$ cat src/pkg/acd_cfg.svh
// register offsets, field positions and reset values of the action block
`ifndef ACD_CFG_SVH
`define ACD_CFG_SVH

// register byte offsets (word aligned)
`define ACD_OFF_AUTH_KEY    8'h00
`define ACD_OFF_TEAM_KEY    8'h04
`define ACD_OFF_SUBTEAM     8'h08
`define ACD_OFF_ENTRY_IDX   8'h0c
`define ACD_OFF_TRIG_CTRL   8'h10
`define ACD_OFF_SRC_CTRL    8'h14
`define ACD_OFF_STATUS      8'h18
`define ACD_OFF_FRAME_CNT   8'h1c
`define ACD_OFF_PSET        8'h20

// trigger control fields
`define ACD_TRIG_SEL_LSB    0
`define ACD_TRIG_ON_BIT     4
`define ACD_TRIG_SRC_BIT    8
// source control fields
`define ACD_CLR_SRC_BIT     0
`define ACD_STEP_SRC_BIT    1

// reset values
`define ACD_RST_KEY         32'h0000_0000
`define ACD_RST_ENTRY       32'h0000_0001
`define ACD_NUM_ACTIONS     32'h0000_0001

`endif

$ cat src/pkg/acd_pkg.sv
// types shared by the action command dispatch block
`default_nettype none
package acd_pkg;
	// selectable trigger targets
	typedef enum logic [1:0] {
		ACD_TGT_FRAME,
		ACD_TGT_CAPTURE,
		ACD_TGT_ROW
	} acd_target_t;

	// one incoming broadcast action message
	typedef struct packed {
		logic [31:0] auth_key;
		logic [31:0] team_key;
		logic [31:0] subteam_mask;
	} acd_msg_t;

	// stored match configuration
	typedef struct packed {
		logic [31:0] auth_key;
		logic [31:0] team_key;
		logic [31:0] subteam_mask;
	} acd_keys_t;
endpackage
`default_nettype wire

$ cat src/rtl/acd_match.sv
// key and mask comparator producing a one-cycle action pulse
`default_nettype none
module acd_match
	import acd_pkg::*;
#(
	parameter int KEY_W = 32
) (
	// clock and reset
	input  wire logic      clk_i,
	input  wire logic      rst_i,
	// message and stored keys
	input  wire logic      msg_valid_i,
	input  wire acd_msg_t  msg_i,
	input  wire acd_keys_t keys_i,
	// result
	output logic           hit_o,
	output logic           miss_o
);
	// elaboration guard: the message carries fixed 32-bit keys
	if (KEY_W != 32) begin : g_bad_key_w
		$error("acd_match: key width must be 32");
	end

	logic dev_ok;   // device key equal
	logic team_ok;  // group key equal
	logic mask_ok;  // common mask bit present

	// full 32-bit equality, no partial compare
	assign dev_ok  = (msg_i.auth_key == keys_i.auth_key);
	assign team_ok = (msg_i.team_key == keys_i.team_key);
	// zero mask on either side never matches; all-ones hits any non-zero
	assign mask_ok = |(msg_i.subteam_mask & keys_i.subteam_mask);

	// registered verdict, exactly one cycle per message
	always_ff @(posedge clk_i) begin
		if (rst_i) begin
			hit_o  <= 1'b0;
			miss_o <= 1'b0;
		end else begin
			hit_o  <= msg_valid_i & dev_ok & team_ok & mask_ok;
			miss_o <= msg_valid_i & ~(dev_ok & team_ok & mask_ok);
		end
	end
endmodule // acd_match
`default_nettype wire

$ cat src/rtl/acd_dispatch.sv
// action command dispatch: key match, trigger, counter and sequence control
//
// Summary of operation
// - act only when device and group keys equal
// - mask match needs non-zero bitwise AND
// - action drives frame, capture or row trigger
// - trigger fires only while triggering switched on
// - exactly one action source offered everywhere
// - action clears frame counter when selected
// - action steps parameter set when selected
// - all-ones message mask hits any non-zero mask
// - device key is 32-bit, write only
// - group key and mask are 32-bit each
`include "acd_cfg.svh"
`default_nettype none
module acd_dispatch
	import acd_pkg::*;
#(
	parameter int FCNT_W = 32,   // frame counter width
	parameter int PSET_W = 3     // parameter set index width
) (
	// clock and reset
	input  wire logic        clk_i,
	input  wire logic        rst_i,
	// wishbone classic slave
	input  wire logic        wb_cyc_i,
	input  wire logic        wb_stb_i,
	input  wire logic        wb_we_i,
	input  wire logic [7:0]  wb_adr_i,
	input  wire logic [3:0]  wb_sel_i,
	input  wire logic [31:0] wb_dat_i,
	output logic      [31:0] wb_dat_o,
	output logic             wb_ack_o,
	// incoming broadcast action message
	input  wire logic        msg_valid_i,
	input  wire acd_msg_t    msg_i,
	// camera events
	input  wire logic        frame_done_i,
	// trigger outputs
	output logic             frame_begin_trigger_o,
	output logic             capture_run_begin_trigger_o,
	output logic             row_begin_trigger_o,
	// counter and sequence
	output logic [FCNT_W-1:0] frame_count_o,
	output logic [PSET_W-1:0] param_set_o,
	output logic             action_pulse_o
);
	// elaboration guards: counter must fit the 32-bit read word
	if (FCNT_W < 1 || FCNT_W > 32) begin : g_bad_fcnt_w
		$error("acd_dispatch: bad FCNT_W");
	end
	// the set index shares its read word with the action count byte
	if (PSET_W < 1 || PSET_W > 8) begin : g_bad_pset_w
		$error("acd_dispatch: bad PSET_W");
	end

	// stored configuration
	acd_keys_t   keys_q;               // device key, group key, mask
	logic [31:0] entry_idx_q;          // action entry index
	logic [1:0]  trig_target_choice_q; // selected trigger target
	logic        trig_on_off_q;        // triggered operation enabled
	logic        trig_from_action_q;   // trigger sourced from action
	logic        frame_count_clear_src_q; // counter clear from action
	logic        param_set_step_src_q; // sequence step from action
	// status
	logic [15:0] hit_cnt_q;            // matched messages seen
	logic [15:0] miss_cnt_q;           // rejected messages seen
	logic [FCNT_W-1:0] frame_cnt_q;    // frame counter
	logic [PSET_W-1:0] pset_q;         // current parameter set

	logic hit;                          // one-cycle action signal
	logic miss;                         // rejected message
	logic wr_en;                        // bus write strobe
	logic [31:0] rd_d;                  // read data mux

	// the single comparator: only one action signal exists
	acd_match #(
		.KEY_W (32)
	) u_match (
		.clk_i       (clk_i),
		.rst_i       (rst_i),
		.msg_valid_i (msg_valid_i),
		.msg_i       (msg_i),
		.keys_i      (keys_q),
		.hit_o       (hit),
		.miss_o      (miss)
	);

	// write only while not already acknowledging, so one write per cycle
	assign wr_en = wb_cyc_i & wb_stb_i & wb_we_i & ~wb_ack_o;

	// byte-lane merge for 32-bit registers
	function automatic logic [31:0] merge(input logic [31:0] old_v,
		input logic [31:0] new_v, input logic [3:0] sel);
		logic [31:0] r;
		r = old_v;
		for (int i = 0; i < 4; i++) begin
			if (sel[i]) begin
				r[8*i +: 8] = new_v[8*i +: 8];
			end
		end
		return r;
	endfunction

	// key registers, all full 32-bit
	always_ff @(posedge clk_i) begin
		if (rst_i) begin
			keys_q <= {`ACD_RST_KEY, `ACD_RST_KEY, `ACD_RST_KEY};
		end else if (wr_en) begin
			case (wb_adr_i)
				`ACD_OFF_AUTH_KEY: begin
					keys_q.auth_key <= merge(keys_q.auth_key, wb_dat_i,
						wb_sel_i);
				end
				`ACD_OFF_TEAM_KEY: begin
					keys_q.team_key <= merge(keys_q.team_key, wb_dat_i,
						wb_sel_i);
				end
				`ACD_OFF_SUBTEAM: begin
					keys_q.subteam_mask <= merge(keys_q.subteam_mask,
						wb_dat_i, wb_sel_i);
				end
				default: begin
				end
			endcase
		end
	end

	// entry index is stored as written; only entry 1 is meaningful
	always_ff @(posedge clk_i) begin
		if (rst_i) begin
			entry_idx_q <= `ACD_RST_ENTRY;
		end else if (wr_en && wb_adr_i == `ACD_OFF_ENTRY_IDX) begin
			entry_idx_q <= merge(entry_idx_q, wb_dat_i, wb_sel_i);
		end
	end

	// trigger and source control
	always_ff @(posedge clk_i) begin
		if (rst_i) begin
			trig_target_choice_q    <= 2'h0;
			trig_on_off_q           <= 1'b0;
			trig_from_action_q      <= 1'b0;
			frame_count_clear_src_q <= 1'b0;
			param_set_step_src_q    <= 1'b0;
		end else if (wr_en) begin
			if (wb_adr_i == `ACD_OFF_TRIG_CTRL && wb_sel_i[0]) begin
				// code 3 is no target; keep previous choice
				if (wb_dat_i[`ACD_TRIG_SEL_LSB +: 2] != 2'h3) begin
					trig_target_choice_q <=
						wb_dat_i[`ACD_TRIG_SEL_LSB +: 2];
				end
			end
			if (wb_adr_i == `ACD_OFF_TRIG_CTRL && wb_sel_i[0]) begin
				trig_on_off_q <= wb_dat_i[`ACD_TRIG_ON_BIT];
			end
			if (wb_adr_i == `ACD_OFF_TRIG_CTRL && wb_sel_i[1]) begin
				trig_from_action_q <= wb_dat_i[`ACD_TRIG_SRC_BIT];
			end
			if (wb_adr_i == `ACD_OFF_SRC_CTRL && wb_sel_i[0]) begin
				frame_count_clear_src_q <= wb_dat_i[`ACD_CLR_SRC_BIT];
				param_set_step_src_q    <= wb_dat_i[`ACD_STEP_SRC_BIT];
			end
		end
	end

	// trigger outputs: one-cycle pulse on the selected target
	always_ff @(posedge clk_i) begin
		if (rst_i) begin
			frame_begin_trigger_o       <= 1'b0;
			capture_run_begin_trigger_o <= 1'b0;
			row_begin_trigger_o         <= 1'b0;
		end else begin
			frame_begin_trigger_o <= hit & trig_on_off_q & trig_from_action_q
				& (trig_target_choice_q == ACD_TGT_FRAME);
			capture_run_begin_trigger_o <= hit & trig_on_off_q
				& trig_from_action_q
				& (trig_target_choice_q == ACD_TGT_CAPTURE);
			row_begin_trigger_o <= hit & trig_on_off_q & trig_from_action_q
				& (trig_target_choice_q == ACD_TGT_ROW);
		end
	end

	// frame counter: a clearing action wins over a finishing frame
	always_ff @(posedge clk_i) begin
		if (rst_i) begin
			frame_cnt_q <= '0;
		end else if (hit && frame_count_clear_src_q) begin
			frame_cnt_q <= '0;
		end else if (frame_done_i) begin
			frame_cnt_q <= frame_cnt_q + 1'b1;
		end
	end

	// parameter set: wraps after the last index
	always_ff @(posedge clk_i) begin
		if (rst_i) begin
			pset_q <= '0;
		end else if (hit && param_set_step_src_q) begin
			pset_q <= pset_q + 1'b1;
		end
	end

	// match statistics, saturating so software sees activity
	always_ff @(posedge clk_i) begin
		if (rst_i) begin
			hit_cnt_q  <= 16'h0000;
			miss_cnt_q <= 16'h0000;
		end else begin
			if (hit && hit_cnt_q != 16'hffff) begin
				hit_cnt_q <= hit_cnt_q + 16'h0001;
			end
			if (miss && miss_cnt_q != 16'hffff) begin
				miss_cnt_q <= miss_cnt_q + 16'h0001;
			end
		end
	end

	// mirrored outputs
	always_ff @(posedge clk_i) begin
		if (rst_i) begin
			frame_count_o  <= '0;
			param_set_o    <= '0;
			action_pulse_o <= 1'b0;
		end else begin
			frame_count_o  <= (hit && frame_count_clear_src_q) ? '0
				: frame_cnt_q;
			param_set_o    <= pset_q;
			action_pulse_o <= hit;
		end
	end

	// read mux; the device key always reads zero
	always_comb begin
		rd_d = 32'h0000_0000;
		case (wb_adr_i)
			`ACD_OFF_AUTH_KEY:  rd_d = 32'h0000_0000;
			`ACD_OFF_TEAM_KEY:  rd_d = keys_q.team_key;
			`ACD_OFF_SUBTEAM:   rd_d = keys_q.subteam_mask;
			`ACD_OFF_ENTRY_IDX: rd_d = entry_idx_q;
			`ACD_OFF_TRIG_CTRL: begin
				rd_d[`ACD_TRIG_SEL_LSB +: 2] = trig_target_choice_q;
				rd_d[`ACD_TRIG_ON_BIT]       = trig_on_off_q;
				rd_d[`ACD_TRIG_SRC_BIT]      = trig_from_action_q;
			end
			`ACD_OFF_SRC_CTRL: begin
				rd_d[`ACD_CLR_SRC_BIT]  = frame_count_clear_src_q;
				rd_d[`ACD_STEP_SRC_BIT] = param_set_step_src_q;
			end
			`ACD_OFF_STATUS:    rd_d = {miss_cnt_q, hit_cnt_q};
			`ACD_OFF_FRAME_CNT: rd_d[FCNT_W-1:0] = frame_cnt_q;
			`ACD_OFF_PSET: begin
				rd_d[PSET_W-1:0] = pset_q;
				rd_d[31:24]      = 8'(`ACD_NUM_ACTIONS);
			end
			default:            rd_d = 32'h0000_0000;  // unmapped reads zero
		endcase
	end

	// one-wait-state ack; dropped the cycle after it was given
	always_ff @(posedge clk_i) begin
		if (rst_i) begin
			wb_ack_o <= 1'b0;
			wb_dat_o <= 32'h0000_0000;
		end else begin
			wb_ack_o <= wb_cyc_i & wb_stb_i & ~wb_ack_o;
			wb_dat_o <= rd_d;
		end
	end
endmodule // acd_dispatch
`default_nettype wire

$ cat config.mk
export PLATFORM = sky130hd
export DESIGN_NAME = acd_dispatch
export DESIGN_NICKNAME = d
export VERILOG_FILES = /design/src/pkg/acd_pkg.sv /design/src/rtl/acd_match.sv /design/src/rtl/acd_dispatch.sv
export VERILOG_INCLUDE_DIRS = /design/src /design/src/pkg
export SDC_FILE = /design/constraint.sdc
export NUM_CORES = 1
export LEC_CHECK = 0
export BUFFER_PORTS_ARGS = -buffer_cell sky130_fd_sc_hd__buf_2
export CAP_MARGIN = 25
export CORE_MARGIN = 2
export CORE_UTILIZATION = 29
export DETAILED_ROUTE_END_ITERATION = 16
export HOLD_SLACK_MARGIN = 0.1
export PLACE_DENSITY = 0.48
export SLEW_MARGIN = 0
export SYNTH_ARGS = -nofsm -noshare
export SYNTH_HDL_FRONTEND = slang
export SYNTH_HIERARCHICAL = 1
export SYNTH_SLANG_ARGS = --single-unit
export TNS_END_PERCENT = 50
$ cat constraint.sdc
create_clock -name clk_i -period 2.75 [get_ports clk_i]
set_input_delay 0.275 -clock clk_i [delete_from_list [all_inputs] [get_ports clk_i]]
set_output_delay 0.275 -clock clk_i [all_outputs]
set_load 0.02 [all_outputs]
Yosys cells after proc, flatten, opt, wreduce, memory -nomap -nowiden
Cells that the tools add are included.
{"block": "op_classes", "n_reduce_logical": 32, "eq_ne": 15, "addsub": 4, "n_bitwise": 18, "mux": 8}
{"operator": "$pmux 15 s5", "count": 1}
{"operator": "$eq 32x32->1", "count": 2}
{"operator": "$pmux 8 s6", "count": 1}
{"operator": "$reduce_and 3->1", "count": 13}
{"operator": "$add 16x1->16 const B", "count": 2}
{"operator": "$add 32x1->32 const B", "count": 1}
{"operator": "$and 32x32->32", "count": 1}
{"operator": "$eq 8x5->1 const B", "count": 4}
{"operator": "$ne 16x16->1 const B", "count": 2}
{"operator": "$reduce_or 32->1", "count": 1}
{"operator": "$pmux 1 s6", "count": 3}
{"operator": "$eq 8x4->1 const B", "count": 2}
{"operator": "$pmux 2 s8", "count": 1}
{"operator": "$and 1x1->1", "count": 15}
{"operator": "$pmux 3 s5", "count": 1}
{"operator": "$reduce_and 2->1", "count": 7}
{"operator": "$eq 8x3->1 const B", "count": 1}
{"operator": "$eq 8x6->1 const B", "count": 1}
{"operator": "$logic_and 1x1->1", "count": 8}
{"operator": "$logic_not 8->1", "count": 1}
{"operator": "$pmux 1 s5", "count": 1}
{"operator": "$add 3x1->3 const B", "count": 1}
{"operator": "$eq 2x1->1 const B", "count": 1}
{"operator": "$eq 2x2->1 const B", "count": 1}
{"operator": "4 further kinds", "count": 5}
{"block": "totals", "inputBits": 147, "ff_bits": 275, "wordCells": 112}

Longest topological paths before layout
Gate-level depths: netlist of run 1.
{"block": "logic_depth", "ltp_word": 5, "ltp_mapped": 9, "mapped_depth_nobuf": 6}

By module
The synthesis of run 1 kept the hierarchy.
{"module": "acd_dispatch", "instances": 1, "area_each_um2": 11224.5, "seq_area_each_um2": 5465.2, "cells_per_inst": 1307}
{"module": "acd_match", "instances": 1, "area_each_um2": 913.4, "seq_area_each_um2": 40.0, "cells_per_inst": 112}

Least setup slack after synthesis of run 1
OpenSTA, ideal clock, no wires.
{"block": "synth_path", "kind": "flip-flop to flip-flop", "from": "register frame_cnt_q[0]", "to": "register frame_cnt_q[28]", "slack_ns": 0.859, "arrival_time_ns": 1.832, "stages_incl_launch_ff": 7, "setup_ns": 0.059, "cell_sequence": "dfxtp_1 -> ha_1 -> nand4_1 -> nor3_4 -> nand2_1 -> or4_1 -> nand2_1"}
{"block": "synth_between", "elab_chain_cells": 1}
{"element": "from (decl)", "line_no": "acd_dispatch.sv:68", "text": "logic [FCNT_W-1:0] frame_cnt_q;"}
{"element": "from (signal assigned)", "line_no": "acd_dispatch.sv:191", "text": "frame_cnt_q <= frame_cnt_q + 1'b1;"}
{"element": "$add 32x1->32", "line_no": "acd_dispatch.sv:191"}
Every way passes these cells.
A chain may end at the register's enable or synchronous reset.

Worst setup path in the final report of run 1
Same ends and word-level chain as after synthesis.

==> results of run 1 <==
final timing paths:
check	startpoint	endpoint	cells after the start
worst max-delay path	frame_cnt_q[0]	frame_cnt_q[28]	6
worst min-delay path	wb_dat_i[4]	keys_q[68]	3
worst max register to register	frame_cnt_q[0]	frame_cnt_q[28]	6
worst min register to register	wb_ack_o	wb_ack_o	1
registers in the layout, indices dropped and copies added, names as in the netlist, 2 cells and up:
register / flops
keys_q: 96
entry_idx_q: 32
frame_cnt_q: 32
frame_count_o: 32
wb_dat_o: 32
hit_cnt_q: 16
miss_cnt_q: 16
param_set_o: 3
pset_q: 3
trig_target_choice_q: 2
layout by cell type, fill, tap and decap left out, types with 4 or more instances in the layout:
| cell type | count |
|---|---|
| and2_1 | 37 |
| a22oi_1 | 17 |
| buf_4 | 34 |
| nand2_1 | 175 |
| dfxtp_1 | 275 |
| clkinv_2 | 5 |
| dlygate4sd3_1 | 31 |
| clkbuf_1 | 11 |
| or4_1 | 5 |
| a31oi_1 | 6 |
| mux2_2 | 16 |
| buf_12 | 6 |
| nor4_1 | 9 |
| a21oi_1 | 147 |
| xor2_1 | 31 |
| nand4_1 | 44 |
| a22o_1 | 20 |
| mux2i_1 | 34 |
| o21ai_0 | 16 |
| and4_1 | 10 |
| ha_1 | 4 |
| clkbuf_16 | 35 |
| nor2_1 | 108 |
| xnor2_1 | 77 |
| and3_1 | 16 |
| nor3_1 | 27 |
| a221oi_1 | 27 |
| nor2b_1 | 14 |
| buf_2 | 217 |
| or3_1 | 10 |
| inv_1 | 4 |
| nand3_1 | 158 |
report_power, final:
part	internal, uW	switching (uW)
sequential	3990	13.9
combinational	195	291
clock	2510	1750
total	6700	2050
Yosys cell counts (16+ instances only):
cell and number:
a21oi_1 148, a221oi_1 27, a22o_1 20, a22oi_1 17
and2_1 37, and3_1 16, buf_2 17, clkbuf_1 60
dfxtp_1 275, mux2_2 16, mux2i_1 34, nand2_1 175
nand3_1 158, nand4_1 44, nor2_1 108, nor3_1 28
o21ai_0 16, xnor2_1 77, xor2_1 31
critical path: cells and delay by family, from the launching register on:
family	cells	cell delay, ns
simple gates	5	1.53
flops	1	0.53
fa+ha+maj	1	0.23
per-stage QoR:
stage / cell area [um2] / hold slack (ns) / worst slack [ns] / utilization, %
2_1_floorplan: 12100 / 0.393 / 0.859 / -
3_3_place_gp: 13900 / 0.423 / 0.410 / 33.9
3_5_place_dp: 13900 / 0.421 / 0.381 / 33.9
4_1_cts: 15300 / 0.108 / 0.374 / 37.2
5_1_grt: 15300 / 0.115 / 0.294 / 37.2
6_report: 15300 / 0.119 / 0.399 / 37.2
cell type report:
cell class	instances	share of cell area, %
well taps	532	4.36
inverters	5	0.123
clock inverters	8	0.491
flip-flops and latches	275	36.0
multi-input cells	1052	41.0
repair buffers	289	11.7
clock buffers	49	6.27
routing by layer:
metal | up-vias | wire length, um | global-route usage, % | part of all wire [%]
met5 | - | 0 | 0 | 0
met3 | 41 | 3320 | 3.52 | 6.9
li1 | 5525 | - | - | -
met2 | 439 | 22000 | 34.9 | 46
met1 | 5547 | 22300 | 30.9 | 46
met4 | 0 | 659 | 3.87 | 1.4
cell families (layout without fill, tap and decap cells):
kind of cell	after synthesis	in the layout	share of synthesized area [%]
buffers and inverters	92	351	3.11
AO/OA/AOI/OAI	257	257	13.1
XOR/XNOR	108	108	7.79
AND/OR/NAND/NOR	633	633	25.9
multiplexers	50	50	4.29
adder cells (fa/ha/maj)	4	4	0.412
flip-flops	275	275	45.4
==> results.cfg, run 1 <==
[logic_synthesis]
synth_edf_count = 0
yosys_warnings = 6
yosys.area.top_type = dfxtp_1
synthTopCellsByArea = dfxtp_1 45%, nand3_1 6.5%, a21oi_1 6.1%, xnor2_1 5.6%, nand2_1 5.4%
syn_nets = 1570
synthCells = 1419
synthArstFlopShare_pct = 0
synth.cell_area_mm2 = 0.0121
synth_flop_cell = dfxtp_1
synth_top_area_share_pct = 45.4
synth_area_per_cell_um2 = 8.55
synth-seq-area-share_pct = 45.4
synth_cell_types = 59
synth-seq-cells = 275

[clocking]
cts_resized = 0
cts_max_level = 2
cts_tree = built
cts_sinks = 275
clockRootBuffer = clkbuf_16
cts_hold_buf = 31
cts.clk_slew.worst_paths_ns = 0.06
cts_setup_buffers = 0
cts_buffer_depth = 3
cts_made_buffers = 34
clk_latency_ns = 0.52

[route]
final_antenna_net_count = 0
route.vias.total = 11600
drc = 0
wl_per_cell_um = 21.8
routed_wl_um = 48300
drt_iter0_markers = 875
via_per_inst = 5.23
firstDrtPassIters = 5

[placed_design]
place_congestion = 0.904
io_buffer_count = 218
dp_hpwl_um = 37500
dp_cells = 2122

[power]
p_leak_uw = 0.00560
ir_drop_mv = 0.328
power_density_mw_per_mm2 = 573
power_uw = 8750

[worst_setup_path]
critical_path.max_stage_delay_ns = 0.53
cp-end-kind = flop
critPathMaxFanout = 9
slowest_stage = dfxtp_1
rrSetupSlack_ns = 0.40
worstPathArrival_ns = 2.82
cp_common_cell = nand2_1
start_kind = flop
worstSetupPathType = reg2reg
worstPathCellList = ha_1, nand4_1, nor3_4, nand2_1, or4_1, nand2_1
required_ns = 3.22

[layout]
layout-drive-gt1-share_pct = 19.8
areaGrowthSynthToFinish_pct = 25.9
fill_cells = 4344
seqCellArea_mm2 = 0.00551
fin_cells = 2210
nets = 1808
multiInputGateArea_mm2 = 0.00627
diodes = 0

[die]
coreArea_mm2 = 0.0411
io-pin-count = 219
die_h_um = 209
initial_utilization_pct = 29.5
die_area_mm2 = 0.0435
die_w_um = 209
num_rows = 74

[outcome]
status = finished clean

[sta]
max_freq_mhz = 425
max_slew.worst_pin.slew_ns = 0.716
setup_violations = 0
finalSetupTns_ns = 0
fin_worst_skew_ns = 0.0213
slew_headroom_pct = 51.6
slew_violations = 0
hold_violations = 0
post-route-min-period_ns = 2.35
rsz0062_at_grt = no
fin_crit_sh_pct = 85.5

[global_routing]
grt_pass1_wl_um = 71600
grt_pass1_vias = 11100
grt_usage_pct = 21.7
antenna_found_initial = 0
grt-ovfl-total = 0
grt_max_degree = 90

[min_path]
hold_class = in2reg

[run]
cap_violations = 0
Note: power is estimated with default switching activity, not from simulation.
==> run 2: changes to the inputs <==
BUFFER_PORTS_ARGS = default   (was -buffer_cell sky130_fd_sc_hd__buf_2)
DONT_BUFFER_PORTS = 1   (was default)
PLACE_DENSITY = 0.44   (was 0.48)
==> run 2 against run 1 <==
Global-route usage rose by 1.6 points. Critical path depth rose by 1. Hold slack improved by 0.0027 ns. Count of clock-buffer cells in the layout did not move. Non-clock buffer count fell by 154. Combinational power fell by 33%. Maximum frequency fell by 10%. Total power fell by 0.26%. Worst setup slack got worse by 0.27 ns. Sequential cell count did not move. Sequential power barely moved. Die area did not move. Critical path type unchanged. Critical endpoint is now keys_q[70]. Largest power group unchanged.
==> results.cfg, run 2 (same netlist as run 1, synthesis figures left out) <==
[sta]
slew_violations = 0
timing.hold.ws_ns = 0.122
fin_crit_sh_pct = 95.2
setup_ws_ns = 0.131
hold_violations = 0
rsz0062_at_grt = no
max_freq_mhz = 382
slew_headroom_pct = 49.9
post-route-min-period_ns = 2.62
finalSetupTns_ns = 0
max_slew.worst_pin.slew_ns = 0.752
setup_violations = 0
fin_worst_skew_ns = 0.0244

[placed_design]
dp_hpwl_um = 37800
place_congestion = 0.875
post-place-ws_ns = 0.622
io_buffer_count = 0

[run]
cap_violations = 0

[layout]
top_register = keys_q
finalCoreUtilization_pct = 36.1
layout-drive-gt1-share_pct = 8.20
areaGrowthSynthToFinish_pct = 22.2
fill_cells = 4363
nets = 1654
mostFrequentLayoutCells = 275 x dfxtp_1, 175 x nand2_1, 158 x nand3_1
largest_reg_flops = 96
final_common_cell = dfxtp_1

[die]
io-pin-count = 219
initial_utilization_pct = 29.5
die_w_um = 209
num_rows = 74
die_area_mm2 = 0.0435
die_h_um = 209
coreArea_mm2 = 0.0411

[clocking]
cts_sinks = 275
cts_buffer_depth = 3
cts_max_level = 2
cts_made_buffers = 34
clk_latency_ns = 0.55
cts_tree = built
clockRootBuffer = clkbuf_16
cts.clk_slew.worst_paths_ns = 0.06
cts_setup_buffers = 0

[power]
ir_drop_mv = 0.350
power_density_mw_per_mm2 = 589
p_leak_uw = 0.00502

[worst_setup_path]
critical-path-top-delay-family = simple AND/OR/NAND/NOR gates
worstPathCellList = and4b_1, and2_1, buf_6, nand2_1, nand2_1, a21oi_1, dlygate4sd3_1
worstSetupPathType = reg2reg
cp_num_buf_inv = 2
critical_path.max_stage_delay_ns = 0.55
cp-end-kind = flop
cp_common_cell = nand2_1
worstPathArrival_ns = 3.05
critPathMaxFanout = 32
start_kind = flop
required_ns = 3.18
slowest_stage = dlygate4sd3_1

[route]
wl_per_cell_um = 24.9
via_per_inst = 5.38
routed_wl_um = 51200
route.vias.total = 11100
drc = 0
drt_iter0_markers = 889
firstDrtPassIters = 8
final_antenna_net_count = 0

[min_path]
hold_class = in2reg

[global_routing]
antenna_found_initial = 8
grt_usage_pct = 23.3
grt-ovfl-total = 0
grt_pass1_vias = 10700
grt_pass1_wl_um = 75000
grt_max_degree = 139

[outcome]
status = finished clean
run 2: cell types whose count changed in the layout (fill, tap and decap cells not counted), sizes merged:
| cell | change |
|---|---|
| buf | -214 |
| dlygate4sd3 | +60 |
| diode | +3 |
| inv | -2 |
| clkinv | +1 |
| clkinvlp | +1 |
run 2: power breakdown:
part / total (uW) / leakage, uW / switching, uW / internal (uW)
clock network: 4400 / 0.000526 / 1820 / 2580
registers: 4010 / 0.00221 / 17.3 / 3990
logic: 324 / 0.00228 / 189 / 135
total: 8730 / 0.00502 / 2020 / 6710
run 2: per-layer routing:
| layer | up-vias | track usage (%) | wire length, um |
|---|---|---|---|
| li1 | 5239 | - | - |
| met1 | 5403 | 31.3 | 23000 |
| met2 | 368 | 36.7 | 23000 |
| met3 | 66 | 6.48 | 4050 |
| met4 | 8 | 6.53 | 1130 |
| met5 | - | 0 | 45 |
run 2: repair_timing:
action / in CTS / in global routing
setup endpoints to repair: 0 / 27
endpoints found under the hold margin: 189 / 0
gates resized for setup: 0 / 3
hold buffers: 92 / 0
run 2: worst paths after layout:
path                     endpoint  slack, ns             from  depth (start not counted)
setup / recovery       keys_q[70]       0.13         wb_ack_o                          7
hold / removal        wb_dat_o[1]       0.12      wb_adr_i[4]                          2
setup reg to reg       keys_q[70]       0.13         wb_ack_o                          7
hold reg to reg   entry_idx_q[12]       0.45  entry_idx_q[12]                          2
run 2: final cells by class:
class,instances,area (um2),share of cell area [%]
Clock inverter,8,78.8,0.531
Antenna cell,3,7.51,0.0506
Tap cell,532,666,4.49
Multi-Input combinational cell,1052,6270,42.3
Inverter,5,18.8,0.127
Sequential cell,275,5510,37.1
Timing Repair Buffer,135,1300,8.75
Clock buffer,49,987,6.66
run 2: through the flow:
stage                     area [um2]  cells  total power (uW)
after detailed placement       12800   1906              4290
after global routing           14800   2057              9000
after floorplan                12100   1419              4280
after CTS                      14800   2055              8830
after global placement         12800   1906              4280
final                          14800   2059              8730
==> run 3: changes to the inputs <==
CTS_BUF_LIST = sky130_fd_sc_hd__clkbuf_2   (was default)
SYNTH_HIERARCHICAL = default   (was 1)
==> run 3 against run 2 <==
Sequential share of layout area is 1.9 points lower. Synthesized cell count is 4.0% lower. Total power is 13% lower. Critical path depth stayed put. Count of clock-buffer cells in the layout is 70 higher. Synthesized area is 3.8% lower. Worst setup slack worse by 0.078 ns. Sequential power hardly changed. Clock skew is 0.018 ns higher. Sequential cell count stayed put. Wire length is 6.0% lower. Cell count is 7.8% higher. Critical endpoint is now u_match.hit_o. Largest power group is now registers.
==> results.cfg, run 3 <==
[outcome]
status = finished clean

[worst_setup_path]
worstPathArrival_ns = 3.50
cp_common_cell = dlygate4sd3_1
required_ns = 3.55
worstSetupPathType = reg2reg
critPathMaxFanout = 3
ff2ff_path_depth = 7
slowest_stage = or4_1
critical-path-top-delay-family = buffers and inverters
path_depth = 7
cp-end-kind = flop
start_kind = flop
cp_num_buf_inv = 2
critical_path.max_stage_delay_ns = 0.59
worstPathCellList = a22oi_1, dlygate4sd3_1, nand4_1, or4_1, nand3_2, nor3_2, dlygate4sd3_1

[route]
wl_per_cell_um = 21.7
drc = 0
drt_iter0_markers = 1251
route.vias.total = 11700
firstDrtPassIters = 9
final_antenna_net_count = 0
via_per_inst = 5.26
routed_wl_um = 48100

[layout]
layout-drive-gt1-share_pct = 11.8
final_common_cell = dfxtp_1
mostFrequentLayoutCells = 269 x dfxtp_1, 242 x dlygate4sd3_1, 181 x nand2_1
nets = 1786
largest_reg_flops = 96
top_register = keys_q
areaGrowthSynthToFinish_pct = 34.0

[logic_synthesis]
synth_edf_count = 0
yosys_warnings = 0
synth_cell_types = 54
synth.cell_area_mm2 = 0.0117
synth-seq-area-share_pct = 47.1
synthArstFlopShare_pct = 0
synth_flop_cell = dfxtp_1
synth_common_cells = 275 x dfxtp_1, 183 x nand2_1, 168 x a21oi_1
synth_area_per_cell_um2 = 8.57
yosys.area.top_type = dfxtp_1
synth-seq-cells = 275
synthCells = 1362
yosysMostFrequentCell = dfxtp_1
syn_nets = 1513
synthTopCellsByArea = dfxtp_1 47%, a21oi_1 7.2%, xnor2_1 6.7%, nand3_1 6.3%, nand2_1 5.9%
synth_top_area_share_pct = 47.1

[die]
die_w_um = 205
die_h_um = 205
io-pin-count = 219
initial_utilization_pct = 29.4
num_rows = 73
die_area_mm2 = 0.0419
coreArea_mm2 = 0.0397

[clocking]
cts.clk_slew.worst_paths_ns = 0.10
cts_made_buffers = 79
clockRootBuffer = clkbuf_2
cts_tree = built
clk_latency_ns = 0.92
cts_buffer_depth = 3
cts_sinks = 275
cts_max_level = 3

[power]
swShare_pct = 26.9
power_switching_uw = 2050
power.internal_uw = 5580
pwr-share-clk_pct = 42.3
pwr-share-comb_pct = 5.2
ir_drop_mv = 0.309
power_density_mw_per_mm2 = 487
p_leak_uw = 0.00548
pwr-share-seq_pct = 52.5

[min_path]
hold_class = in2reg
worstHoldPathCells = 4

[run]
cap_violations = 0

[global_routing]
antenna_found_initial = 5
grt-ovfl-total = 0
grt_max_degree = 173
grt_pass1_wl_um = 71700
grt_pass1_vias = 11400
grt_usage_pct = 22.7

[sta]
max_slew.worst_pin.slew_ns = 0.767
fin_crit_sh_pct = 98.1
finalSetupTns_ns = 0
max_freq_mhz = 371
post-route-min-period_ns = 2.70
setup_ws_ns = 0.0527
setup_violations = 0
fin_worst_skew_ns = 0.0422
hold_violations = 0
slew_headroom_pct = 48.9
slew_violations = 0

[placed_design]
post-place-ws_ns = 0.530
dp_hpwl_um = 33400
place_congestion = 0.837
io_buffer_count = 0
==> run 3: changes by cell type after synthesis, moves of 11 or more <==
cell / before / now
a22oi_1: 17 / 52
nor2_1: 108 / 74
a221oi_1: 27 / 1
a222oi_1: 1 / 27
mux2i_1: 34 / 10
a21oi_1: 148 / 168
a22o_1: 20 / 0
mux2_2: 16 / 0
xnor2_1: 77 / 90
nand3_1: 158 / 147
==> run 3: kinds of logic after synthesis <==
family                   synth area share [%]
AO/OA/AOI/OAI                            15.0
XOR/XNOR                                 8.70
buffers and inverters                    3.70
AND/OR/NAND/NOR                          24.1
adder cells (fa/ha/maj)                 0.429
flip-flops                               47.1
multiplexers                            0.986
==> run 3: metal layers <==
layer	share of wire, %	global-route usage (%)	up-vias
li1	-	-	5479
met1	45	31.4	5636
met2	42	32.9	500
met3	10	6.78	63
met4	2.8	8.62	2
met5	0.027	0	-
==> run 3: worst paths after layout <==
check,from,end,slack [ns]
hold / removal,wb_cyc_i,keys_q[86],0.16
setup / recovery,keys_q[29],u_match.hit_o,0.05
setup reg to reg,keys_q[29],u_match.hit_o,0.05
hold reg to reg,keys_q[66],keys_q[66],0.47
==> run 3: timing repair <==
action                                 CTS  global route
setup endpoints to repair                0            38
resized for setup                        0            26
endpoints found under the hold margin  273             2
hold buffers                           243             1
setup buffers                            0             2
==> run 3: per-stage QoR <==
stage                     util [%]  cell area, um2  cells  power, uW  hold slack (ns)
after CTS                     39.0           15500   2210       7760            0.103
final                         39.4           15600   2219       7630            0.158
after global placement        30.9           12300   1832       4260            0.360
after global routing          39.4           15600   2216       8000            0.108
after floorplan                  -           11700   1362       4240            0.393
after detailed placement      30.9           12300   1832       4260            0.365
==> run 3: final cells by class <==
cell class | count | area, um2
flip-flops and latches | 275 | 5510
multi-input cells | 986 | 5870
clock buffers | 119 | 596
clock inverters | 16 | 143
well taps | 525 | 657
repair buffers | 279 | 2810
inverters | 14 | 52.6
diodes | 5 | 12.5
fillers | 4157 | 24100
==> run 3: power by group through the flow <==
stage               clock (uW)  combinational [uW]  sequential [uW]
global route              3570                 419             4010
CTS                       3370                 386             4000
detailed placement           0                 167             4100
finish                    3230                 397             4000
floorplan                    0                 148             4090
global placement             0                 167             4100
==> run 3: tightest hold or removal path, cell delays in order <==
cell and delay [ns]:
and4b_1 0.28, and2_2 0.31, nand3_1 0.10, a21oi_1 0.06
